===== src/shared/pqm_pkg.sv =====
package pqm_pkg;

  // ----------------------------------------------------------------
  // Register indexes (printed offsets; byte address = 4 * index)
  // ----------------------------------------------------------------
  localparam logic [15:0] PQM_IDX_AUTONOMY = 16'h018B;
  localparam logic [15:0] PQM_IDX_POWER_MODE = 16'h018C;
  localparam logic [15:0] PQM_IDX_SNR = 16'h0197;
  localparam logic [15:0] PQM_IDX_QUALITY = 16'h0198;

  // ----------------------------------------------------------------
  // Field positions
  // ----------------------------------------------------------------
  localparam int PQM_BIT_LPS_TX_EN = 0;
  localparam int PQM_BIT_SLEEP_EN = 1;
  localparam int PQM_BIT_AUTONOMOUS = 6;
  localparam int PQM_BIT_FORCE_NORMAL = 0;
  localparam int PQM_BIT_SLEEP_REQ = 1;
  localparam int PQM_SNR_MSB = 8;
  localparam int PQM_CLASS_LSB = 8;

  // ----------------------------------------------------------------
  // Reset values
  // ----------------------------------------------------------------
  localparam logic [8:0] PQM_RST_AUTO_RSVD = 9'h000;
  localparam logic [3:0] PQM_RST_AUTO_MID = 4'h6;
  localparam logic PQM_RST_SLEEP_EN = 1'b1;
  localparam logic PQM_RST_LPS_TX_EN = 1'b0;
  localparam logic [13:0] PQM_RST_PWR_RSVD = 14'h0000;
  localparam logic PQM_RST_SLEEP_REQ = 1'b0;
  localparam logic PQM_RST_FORCE_NORMAL = 1'b0;
  localparam logic [8:0] PQM_RST_SNR = 9'h000;
  localparam logic [7:0] PQM_RST_QUALITY = 8'h00;
  // Edges after reset before the strap stage holds the pin level
  localparam logic [1:0] PQM_STRAP_SETTLE = 2'h2;

  // ----------------------------------------------------------------
  // Quality class thresholds and codes
  // ----------------------------------------------------------------
  localparam logic [7:0] PQM_QUAL_EXCELLENT_ABOVE = 8'd70;
  localparam logic [7:0] PQM_QUAL_POOR_BELOW = 8'd40;
  localparam logic [1:0] PQM_CLASS_NO_LINK = 2'h0;
  localparam logic [1:0] PQM_CLASS_POOR = 2'h1;
  localparam logic [1:0] PQM_CLASS_GOOD = 2'h2;
  localparam logic [1:0] PQM_CLASS_EXCELLENT = 2'h3;

  // Power states as seen from the state machine outside
  typedef enum logic [1:0] {
    PQM_PS_NORMAL,
    PQM_PS_STANDBY,
    PQM_PS_SLEEP,
    PQM_PS_OTHER
  } pqm_pstate_type;

endpackage


===== src/logic/pqm_regs.sv =====
// The implementer's own choice: register access over APB.
`timescale 1ns/1ns
// Behaviour
// - Bit 6 picks autonomous; reset from strap
// - Autonomy bit reads zero after first access
// - Managed entered only at reset, never by write
// - Sleep enable picks Sleep or Standby
// - LPS code-groups only while enable bit set
// - Sleep request bit asks for LPS transmission
// - Force-normal bit drives Normal state
// - Force-normal clears only on Standby to Normal
// - SIGNAL_NOISE_RATIO_RESULT field is ten times dB, bits 8:0
// - Class field in bits 9:8, four classes
// - Quality value thresholds 70 and 40
// - Class derived from quality value while link up, no-link code otherwise
module pqm_regs
  import pqm_pkg::*;
(
  input wire logic pclk,
  input wire logic presetn,
  input wire logic clk_en,
  input wire logic psel,
  input wire logic penable,
  input wire logic pwrite,
  input wire logic [31:0] paddr,
  input wire logic [31:0] pwdata,
  input wire logic [3:0] pstrb,
  output logic [31:0] prdata,
  output logic pready,
  output logic pslverr,
  input wire logic strap_autonomous,
  input wire logic link_up,
  input wire logic [8:0] snr_measure,
  input wire logic [7:0] quality_measure,
  input wire logic [1:0] power_state,
  output logic autonomous_mode,
  output logic sleep_select,
  output logic lps_tx_allowed,
  output logic lps_tx_request,
  output logic force_normal
);

  // ----------------------------------------------------------------
  // State
  // ----------------------------------------------------------------
  typedef struct packed {
    logic strap_s1; // Strap synchroniser stage one
    logic strap_s2; // Strap synchroniser stage two
    logic link_s1; // Link status stage one
    logic link_s2; // Link status stage two
    logic [8:0] snr_s1; // SIGNAL_NOISE_RATIO_RESULT stage one
    logic [8:0] snr_s2; // SIGNAL_NOISE_RATIO_RESULT stage two
    logic [7:0] qual_s1; // Quality stage one
    logic [7:0] qual_s2; // Quality stage two
    logic [1:0] ps_s1; // Power state stage one
    logic [1:0] ps_s2; // Power state stage two
    logic [1:0] ps_prev; // Power state last cycle
    logic strap_taken; // Strap captured after reset
    logic [1:0] strap_cnt; // Synchroniser fill count
    logic autonomous; // Operating mode, 1 = autonomous
    logic auto_touched; // Autonomy bit accessed once
    logic [8:0] auto_rsvd; // Reserved upper bits
    logic [3:0] auto_mid; // Reserved middle bits
    logic sleep_en; // Sleep versus Standby
    logic lps_en; // LPS transmission allowed
    logic [13:0] pwr_rsvd; // Reserved power bits
    logic sleep_req; // Sleep request command
    logic force_norm; // Force-normal command
    logic [8:0] signal_noise_ratio_result; // SIGNAL_NOISE_RATIO_RESULT result
    logic [7:0] quality; // Quality value
    logic [1:0] qclass; // Quality class
    logic [31:0] rdata; // Read data
    logic ready; // Access answered
    logic err; // Unmapped access
  } pqm_state_type;

  pqm_state_type s_q;
  pqm_state_type s_d;

  // ----------------------------------------------------------------
  // Helpers
  // ----------------------------------------------------------------
  // Map a quality value onto its class code
  function automatic logic [1:0] quality_class(input logic [7:0] v,
                                               input logic up);
    if (!up)
      quality_class = PQM_CLASS_NO_LINK;
    else if (v > PQM_QUAL_EXCELLENT_ABOVE)
      quality_class = PQM_CLASS_EXCELLENT;
    else if (v >= PQM_QUAL_POOR_BELOW)
      quality_class = PQM_CLASS_GOOD;
    else
      quality_class = PQM_CLASS_POOR;
  endfunction

  // Compare a byte address with a register index
  function automatic logic hit(input logic [31:0] a,
                               input logic [15:0] idx);
    hit = (a == {14'h0000, idx, 2'b00});
  endfunction

  logic setup;
  logic access;
  logic [15:0] wlo;

  // Phase decode and low write half gated by strobes
  always_comb
  begin
    setup = psel && !penable;
    access = psel && penable;
    wlo[7:0] = pstrb[0] ? pwdata[7:0] : 8'h00;
    wlo[15:8] = pstrb[1] ? pwdata[15:8] : 8'h00;
  end

  // ----------------------------------------------------------------
  // Next state
  // ----------------------------------------------------------------
  always_comb
  begin
    s_d = s_q;
    // Two-flop synchronisers on pins
    s_d.strap_s1 = strap_autonomous;
    s_d.strap_s2 = s_q.strap_s1;
    s_d.link_s1 = link_up;
    s_d.link_s2 = s_q.link_s1;
    s_d.snr_s1 = snr_measure;
    s_d.snr_s2 = s_q.snr_s1;
    s_d.qual_s1 = quality_measure;
    s_d.qual_s2 = s_q.qual_s1;
    s_d.ps_s1 = power_state;
    s_d.ps_s2 = s_q.ps_s1;
    s_d.ps_prev = s_q.ps_s2;
    // strap capture
    // Wait until the stages hold the pin, not their reset zero
    if (!s_q.strap_taken)
    begin
      if (s_q.strap_cnt == PQM_STRAP_SETTLE)
      begin
        s_d.strap_taken = 1'b1;
        s_d.autonomous = s_q.strap_s2;
      end
      else
        s_d.strap_cnt = s_q.strap_cnt + 2'h1;
    end
    s_d.signal_noise_ratio_result = s_q.snr_s2;
    s_d.quality = s_q.qual_s2;
    s_d.qclass = quality_class(s_q.qual_s2, s_q.link_s2);
    // clear only on Standby to Normal
    if (s_q.ps_prev == PQM_PS_STANDBY && s_q.ps_s2 == PQM_PS_NORMAL)
      s_d.force_norm = 1'b0;
    s_d.ready = 1'b0;
    s_d.err = 1'b0;
    // Setup phase answers next cycle
    if (setup)
    begin
      s_d.ready = 1'b1;
      s_d.rdata = 32'h0000_0000;
      if (hit(paddr, PQM_IDX_AUTONOMY))
      begin
        if (pwrite)
        begin
          if (pstrb[0])
          begin
            if (wlo[PQM_BIT_AUTONOMOUS])
              s_d.autonomous = 1'b1;
            s_d.auto_touched = 1'b1;
            s_d.auto_mid = wlo[5:2];
            s_d.sleep_en = wlo[PQM_BIT_SLEEP_EN];
            s_d.lps_en = wlo[PQM_BIT_LPS_TX_EN];
            s_d.auto_rsvd[0] = wlo[7];
          end
          if (pstrb[1])
            s_d.auto_rsvd[8:1] = wlo[15:8];
        end
        else
        begin
          s_d.rdata = {16'h0000, s_q.auto_rsvd, 1'b0, s_q.auto_mid,
                       s_q.sleep_en, s_q.lps_en};
          s_d.rdata[PQM_BIT_AUTONOMOUS] = s_q.autonomous &&
                                          !s_q.auto_touched;
          s_d.auto_touched = 1'b1;
        end
      end
      else if (hit(paddr, PQM_IDX_POWER_MODE))
      begin
        if (pwrite)
        begin
          if (pstrb[0])
          begin
            s_d.sleep_req = wlo[PQM_BIT_SLEEP_REQ];
            if (wlo[PQM_BIT_FORCE_NORMAL])
              s_d.force_norm = 1'b1;
            s_d.pwr_rsvd[5:0] = wlo[7:2];
          end
          if (pstrb[1])
            s_d.pwr_rsvd[13:6] = wlo[15:8];
        end
        else
          s_d.rdata = {16'h0000, s_q.pwr_rsvd, s_q.sleep_req,
                       s_q.force_norm};
      end
      else if (hit(paddr, PQM_IDX_SNR))
      begin
        if (!pwrite)
          s_d.rdata = {23'h000000, s_q.signal_noise_ratio_result};
      end
      else if (hit(paddr, PQM_IDX_QUALITY))
      begin
        if (!pwrite)
          s_d.rdata = {22'h000000, s_q.qclass, s_q.quality};
      end
      else
        // Unmapped address
        s_d.err = 1'b1;
    end
  end

  // ----------------------------------------------------------------
  // Registers
  // ----------------------------------------------------------------
  always_ff @(posedge pclk or negedge presetn)
  begin
    if (!presetn)
    begin
      s_q <= '0;
      s_q.auto_rsvd <= PQM_RST_AUTO_RSVD;
      s_q.auto_mid <= PQM_RST_AUTO_MID;
      s_q.sleep_en <= PQM_RST_SLEEP_EN;
      s_q.lps_en <= PQM_RST_LPS_TX_EN;
      s_q.pwr_rsvd <= PQM_RST_PWR_RSVD;
      s_q.sleep_req <= PQM_RST_SLEEP_REQ;
      s_q.force_norm <= PQM_RST_FORCE_NORMAL;
      s_q.signal_noise_ratio_result <= PQM_RST_SNR;
      s_q.quality <= PQM_RST_QUALITY;
    end
    else if (clk_en)
      s_q <= s_d;
  end

  // ----------------------------------------------------------------
  // Outputs
  // ----------------------------------------------------------------
  always_comb
  begin
    prdata = s_q.rdata;
    pready = s_q.ready;
    pslverr = s_q.err;
    autonomous_mode = s_q.autonomous;
    sleep_select = s_q.sleep_en;
    lps_tx_allowed = s_q.lps_en;
    lps_tx_request = s_q.sleep_req && s_q.lps_en;
    force_normal = s_q.force_norm;
  end

endmodule // pqm_regs


===== config.mk =====
export PLATFORM = sky130hd
export DESIGN_NAME = pqm_regs
export DESIGN_NICKNAME = d
export VERILOG_FILES = /design/src/shared/pqm_pkg.sv /design/src/logic/pqm_regs.sv
export SDC_FILE = /design/constraint.sdc
export NUM_CORES = 1
export LEC_CHECK = 0
export ABC_AREA = 1
export BUFFER_PORTS_ARGS = -buffer_cell sky130_fd_sc_hd__buf_4
export CAP_MARGIN = 20
export CORE_ASPECT_RATIO = 1.25
export CORE_UTILIZATION = 39
export CTS_CLUSTER_DIAMETER = 40
export CTS_CLUSTER_SIZE = 25
export DETAILED_ROUTE_END_ITERATION = 10
export SYNTH_ARGS = -nofsm -noshare
export SYNTH_HDL_FRONTEND = slang
export SYNTH_SLANG_ARGS = --single-unit

===== constraint.sdc =====
create_clock -name pclk -period 1.2 [get_ports pclk]
set_input_delay 0.36 -clock pclk [delete_from_list [all_inputs] [get_ports pclk]]
set_output_delay 0.36 -clock pclk [all_outputs]
set_load 0.05 [all_outputs]

# Word-level counts from Yosys, hierarchy flattened
# Cells that the tools add are included.
op_classes:
  bitwise_logic: 3
  magnitude_cmp: 2
  reduce_logical: 14
  n_eq_ne: 7
  add_sub_neg: 1
  muxes: 37
ops:
  columns: ["op", "count"]
  rows:
  - ["$eq A32 B11 Y1 const B", 4]
  - ["$mux W32", 3]
  - ["$mux W16", 5]
  - ["$mux W33", 1]
  - ["$mux W8", 4]
  - ["$mux W10", 2]
  - ["$mux W17", 1]
  - ["$mux W15", 1]
  - ["$mux W2", 6]
  - ["$reduce_and A6 Y1", 2]
  - ["$mux W1", 11]
  - ["$reduce_and A5 Y1", 2]
  - ["$mux W9", 1]
  - ["$ge A8 B6 Y1 const B", 1]
  - ["$gt A8 B7 Y1 const B", 1]
  - ["$mux W7", 1]
  - ["$logic_and A1 B1 Y1", 4]
  - ["$mux W4", 1]
  - ["$reduce_and A4 Y1", 1]
  - ["$not A1 Y1", 3]
  - ["$reduce_and A3 Y1", 1]
  - ["$add A2 B1 Y2 const B", 1]
  - ["$eq A2 B1 Y1 const B", 1]
  - ["$eq A2 B2 Y1 const B", 1]
  - ["other kinds (4)", 5]
totals:
  output_inout_bits: 39
  input_bits: 95
  wordCells: 94
  regBits: 133

# Logic depth before layout (Yosys ltp)
logic_depth:
  word_depth: 9
  ltp_mapped: 12

# Worst setup path before layout
# OpenSTA, ideal clock, no wires.
synth_timing:
  path_kind: "in2reg"
  start: "in paddr[22]"
  end: "reg s_q[71] in the netlist's numbering"
  path_stages: 11
  required_ns: 1.076
  setup_slack_ns: -0.362
  setup_ns: 0.124
  arrival_time_ns: 1.438
  path_cell_list: "inv_1 > nand2_1 > nor2_1 > nand2_1 > nor2_4 > nand2_2 > inv_2 > nand3_2 > buf_2 > nor2_1 > a21oi_1"
synth_between:
  elab_chain_len: 2
synth_lines:
  columns: ["element", "line", "text"]
  rows:
  - ["start, declared", "pqm_regs.sv:25", "input wire logic [31:0] paddr,"]
  - ["$eq A32 B11 Y1", "pqm_regs.sv:99", "hit = (a == {14'h0000, idx, 2'b00});"]
  - ["$reduce_and A5 Y1 (no line)", null, null]
  - ["end, declared", "pqm_regs.sv:77", "pqm_state_type s_q;"]
# Every way passes these cells.
# A chain may end at the register's enable or synchronous reset.

# Worst setup path after layout
layout_timing:
  start: "reg s_q (netlist bit lps_tx_allowed)"
  end: "out lps_tx_request"
layout_between:
  elab_chain_len: 1
layout_lines:
  columns: ["element", "line", "text"]
  rows:
  - ["$logic_and A1 B1 Y1", "pqm_regs.sv:251", "lps_tx_request = s_q.sleep_req && s_q.lps_en;"]
  - ["end, declared", "pqm_regs.sv:39", "output logic lps_tx_request,"]
# Every way passes these cells.

==> results.md <==
* Status: complete, but fails checks
* Failing checks: setup timing
* Critical path data required time at 0.84 ns
* Crit path cell chain: nand2_2 -> clkinvlp_4 -> buf_6
* Met3 wire length at 837 um
* Synth Flop Type: dfrtp_1
* Detail Route Antenna Nets at 0
* Yosys cell types at 29
* Die ar. at 15000 um^2
* Vias in the first global route at 5294
* Yosys reg bits at 117
* Worst R2R Setup Slack at -0.01 ns
* DR WL met2 at 8080 um
* Starting Density at 40.5%
* Synth top cells by count: nand2_1 (216), dfrtp_1 (114), inv_1 (92)
* CP Launch Type: flop
* Dominant delay contributor by cell family on the critical path: flip-flops
* CP max stage delay at 0.43 ns
* Fin. max-slew vios at 0
* Arrival @ worst endpoint at 1.14 ns
* Fraction of registers with async set/reset at 100%
* Area leader, netlist: dfrtp_1
* Io pins at 134
* NumNets Final at 969
* Mapped cell area at 5660 um^2
* Drt first pass iters at 4
* H-tree Lvls at 4
* Period utilisation layout at 125%
* Highest Signal Layer: met4
* Mapped Cells at 732
* Register-to-Register Path Depth at 6
* Skew-Pair Late Insertion Delay at 0.41 ns
* Reg-to-reg endpoint: prdata[1]$_DFFE_PN0P_
* Num CTS Buffers at 17
* Detailed Place HPWL at 10200 um
* Power per cell area at 1230 nW/um^2
* VDD IR max at 0.00102 V
* MaxCap Viol Count at 0
* Synth top area cells: dfrtp_1 (50%), nand2_1 (14%), inv_1 (6.1%)
* Die X at 110 um
* Die Y at 137 um
* Initial antenna violation count at 0
* Clock slew at the register clock pins of the worst setup and hold paths at 0.06 ns
* Core area at 14000 um^2
* Layout cells sized above 1 at 36.8%
* Final WL at 15600 um
* Post-route setup slack at -0.301 ns
* Routability cong. at 0.983
* Critical Path Fanout Max at 3
* Ant diodes at 0
* CP Buf/Inv Count at 2
* CTS tree: built
* Yosys warning count at 0
* Endpoints failing setup at 71
* RSZ-0062 raised after global routing: true
* Pre-CTS WS at -0.628 ns
* Crit path to: lps_tx_request
* Seq/Total Area, Yosys at 51.8%
* Via-to-Cell Ratio at 4.88
* Crit path kind: reg2out
* Avg Cell Area, Syn at 7.74 um^2
* Area growth, synth to finish at 49.7%
* Sinks on Clock Net at 117
* Slowest CP cell: dfrtp_2
* Wire length per cell at 14.7 um
* Max frequency at 0.666 GHz
* Total gr overflow at 0
* Max Root-Sink Buffers at 2
* Count leader, synth: nand2_1
* Post-synth EDFFs at 0
* Yosys top cell area share at 50.4%
* Leak at 4.25 nW
* Via Count at 5182
* Placed cell count at 997
* Initial DRC count at 211
* DRC at 0
* Period minus WS final at 1.50 ns
* Worst Hold Slack at 0.140 ns
* Crit path capture type: output port
* Hold depth at 3
* Worst path depth at 3
* Final Non-Filler Cells at 1061
* Crit path from: lps_tx_allowed$_DFFE_PN0P_
* CTS root buf: clkbuf_16
* Fin. Hold Viols at 0
* Site row count at 48
* Tot Pwr at 10.5 mW
* Met1 Wirelength at 6220 um
* Hold Crit Class: in2reg
* RR Startpoint: sleep_select$_DFFE_PN1P_
* Clk_skew at 0.00618 ns
* First-pass GRT wire length at 24100 um
* Largest net degree at the start of global routing at 32
* PortBufs at 99
* Gr usage total at 21.2%
## repair_timing
item	4_1_cts	5_1_grt
endpoints found under the hold margin	14	0
pin swaps	41	65
setup buffers	19	5
gates resized for setup	127	113
gates cloned	7	1
hold buffers	1	0
setup endpoints to repair	67	72
## logic make-up (layout without fill, tap and decap cells)
family,Yosys count,count (layout),synth area share (%)
flops,117,117,51.8
fa+ha+maj,1,1,0.221
compound gates,88,88,7.97
other cells,1,16,0.0662
buf+inv,162,299,13.1
xor+xnor,1,1,0.155
simple gates,362,364,26.7
## metal layers
metal / global-route usage [%] / vias to the layer above
met2: 37.4 / 173
met1: 23.4 / 2448
met5: 0 / -
met3: 5.05 / 43
li1: - / 2518
met4: 10.9 / 0
## flip-flops by register name, summed over array words and instances (netlist names)
register         cells
prdata              16
s_d                 40
sleep_select         1
force_normal         1
autonomous_mode      1
pready               1
lps_tx_allowed       1
pslverr              1
s_q                 55
## through the flow
| stage | TNS [ns] | cell area [um^2] | utilization [%] |
|---|---|---|---|
| after floorplan | -11.61 | 5750 | - |
| after detailed placement | -30.49 | 6780 | 48.5 |
| final | -7.47 | 8480 | 60.6 |
| after global routing | -11.47 | 8480 | 60.6 |
| after global placement | -27.47 | 6780 | 48.5 |
| after CTS | -5.78 | 8060 | 57.6 |
## power breakdown
group / total, mW / switching (mW) / leakage [nW] / internal [mW]
clock: 5.03 / 1.74 / 0.284 / 3.29
combinational: 1.14 / 0.688 / 2.51 / 0.448
sequential: 4.29 / 0.104 / 1.46 / 4.19
## layout by cell type (no fill, tap or decap), types with 2 or more instances in the layout
| cell type | count |
|---|---|
| o21ai_0 | 43 |
| clkbuf_16 | 18 |
| nand3_4 | 6 |
| nor2_1 | 50 |
| nand2_2 | 28 |
| a21oi_2 | 8 |
| bufinv_16 | 3 |
| nand4_1 | 23 |
| clkbuf_1 | 4 |
| clkinvlp_4 | 4 |
| nand2_1 | 180 |
| inv_1 | 77 |
| buf_6 | 59 |
| buf_8 | 4 |
| dfrtp_1 | 113 |
| o21ai_1 | 16 |
| clkinv_1 | 2 |
| inv_2 | 13 |
| buf_4 | 89 |
| o211ai_1 | 2 |
| conb_1 | 16 |
| nand3_2 | 22 |
| clkinv_2 | 5 |
| buf_16 | 4 |
| nand3_1 | 22 |
| o21ai_2 | 9 |
| nor2_4 | 11 |
| and2_4 | 3 |
| nand2_4 | 8 |
| buf_12 | 14 |
| a21oi_1 | 7 |
| nor2_2 | 10 |
| dfstp_2 | 3 |
## worst register-to-register path, stage by stage (launching register included)
cell and delay (ns):
dfstp_2 0.54, inv_1 0.07, nor2_1 0.10, nand3_1 0.09, nand4_1 0.18, nand2_1 0.10
nand2_1 0.07
## layout make-up
class,count,area [um^2]
tap,175,219
sequential,117,2930
timing repair buffer,172,1820
inverter,95,372
multi-input combinational,470,2550
fill,1220,5520
clock inverter,10,130
clock buffer,22,454
## worst min path at each step
stage / slack [ns] / end / startpoint
after floorplan: 0.06 / autonomous_mode$_DFFE_PN0P_ / presetn
after global placement: 0.32 / s_q[54]$_DFFE_PN0P_ / presetn
after detailed placement: 0.31 / s_q[54]$_DFFE_PN0P_ / presetn
after CTS: 0.13 / s_d[99]$_DFFE_PN0P_ / quality_measure[4]
after global routing: 0.14 / s_d[99]$_DFFE_PN0P_ / quality_measure[4]
final: 0.14 / s_d[131]$_DFFE_PN0P_ / strap_autonomous
No activity file was read; power rests on OpenSTA's default activity.
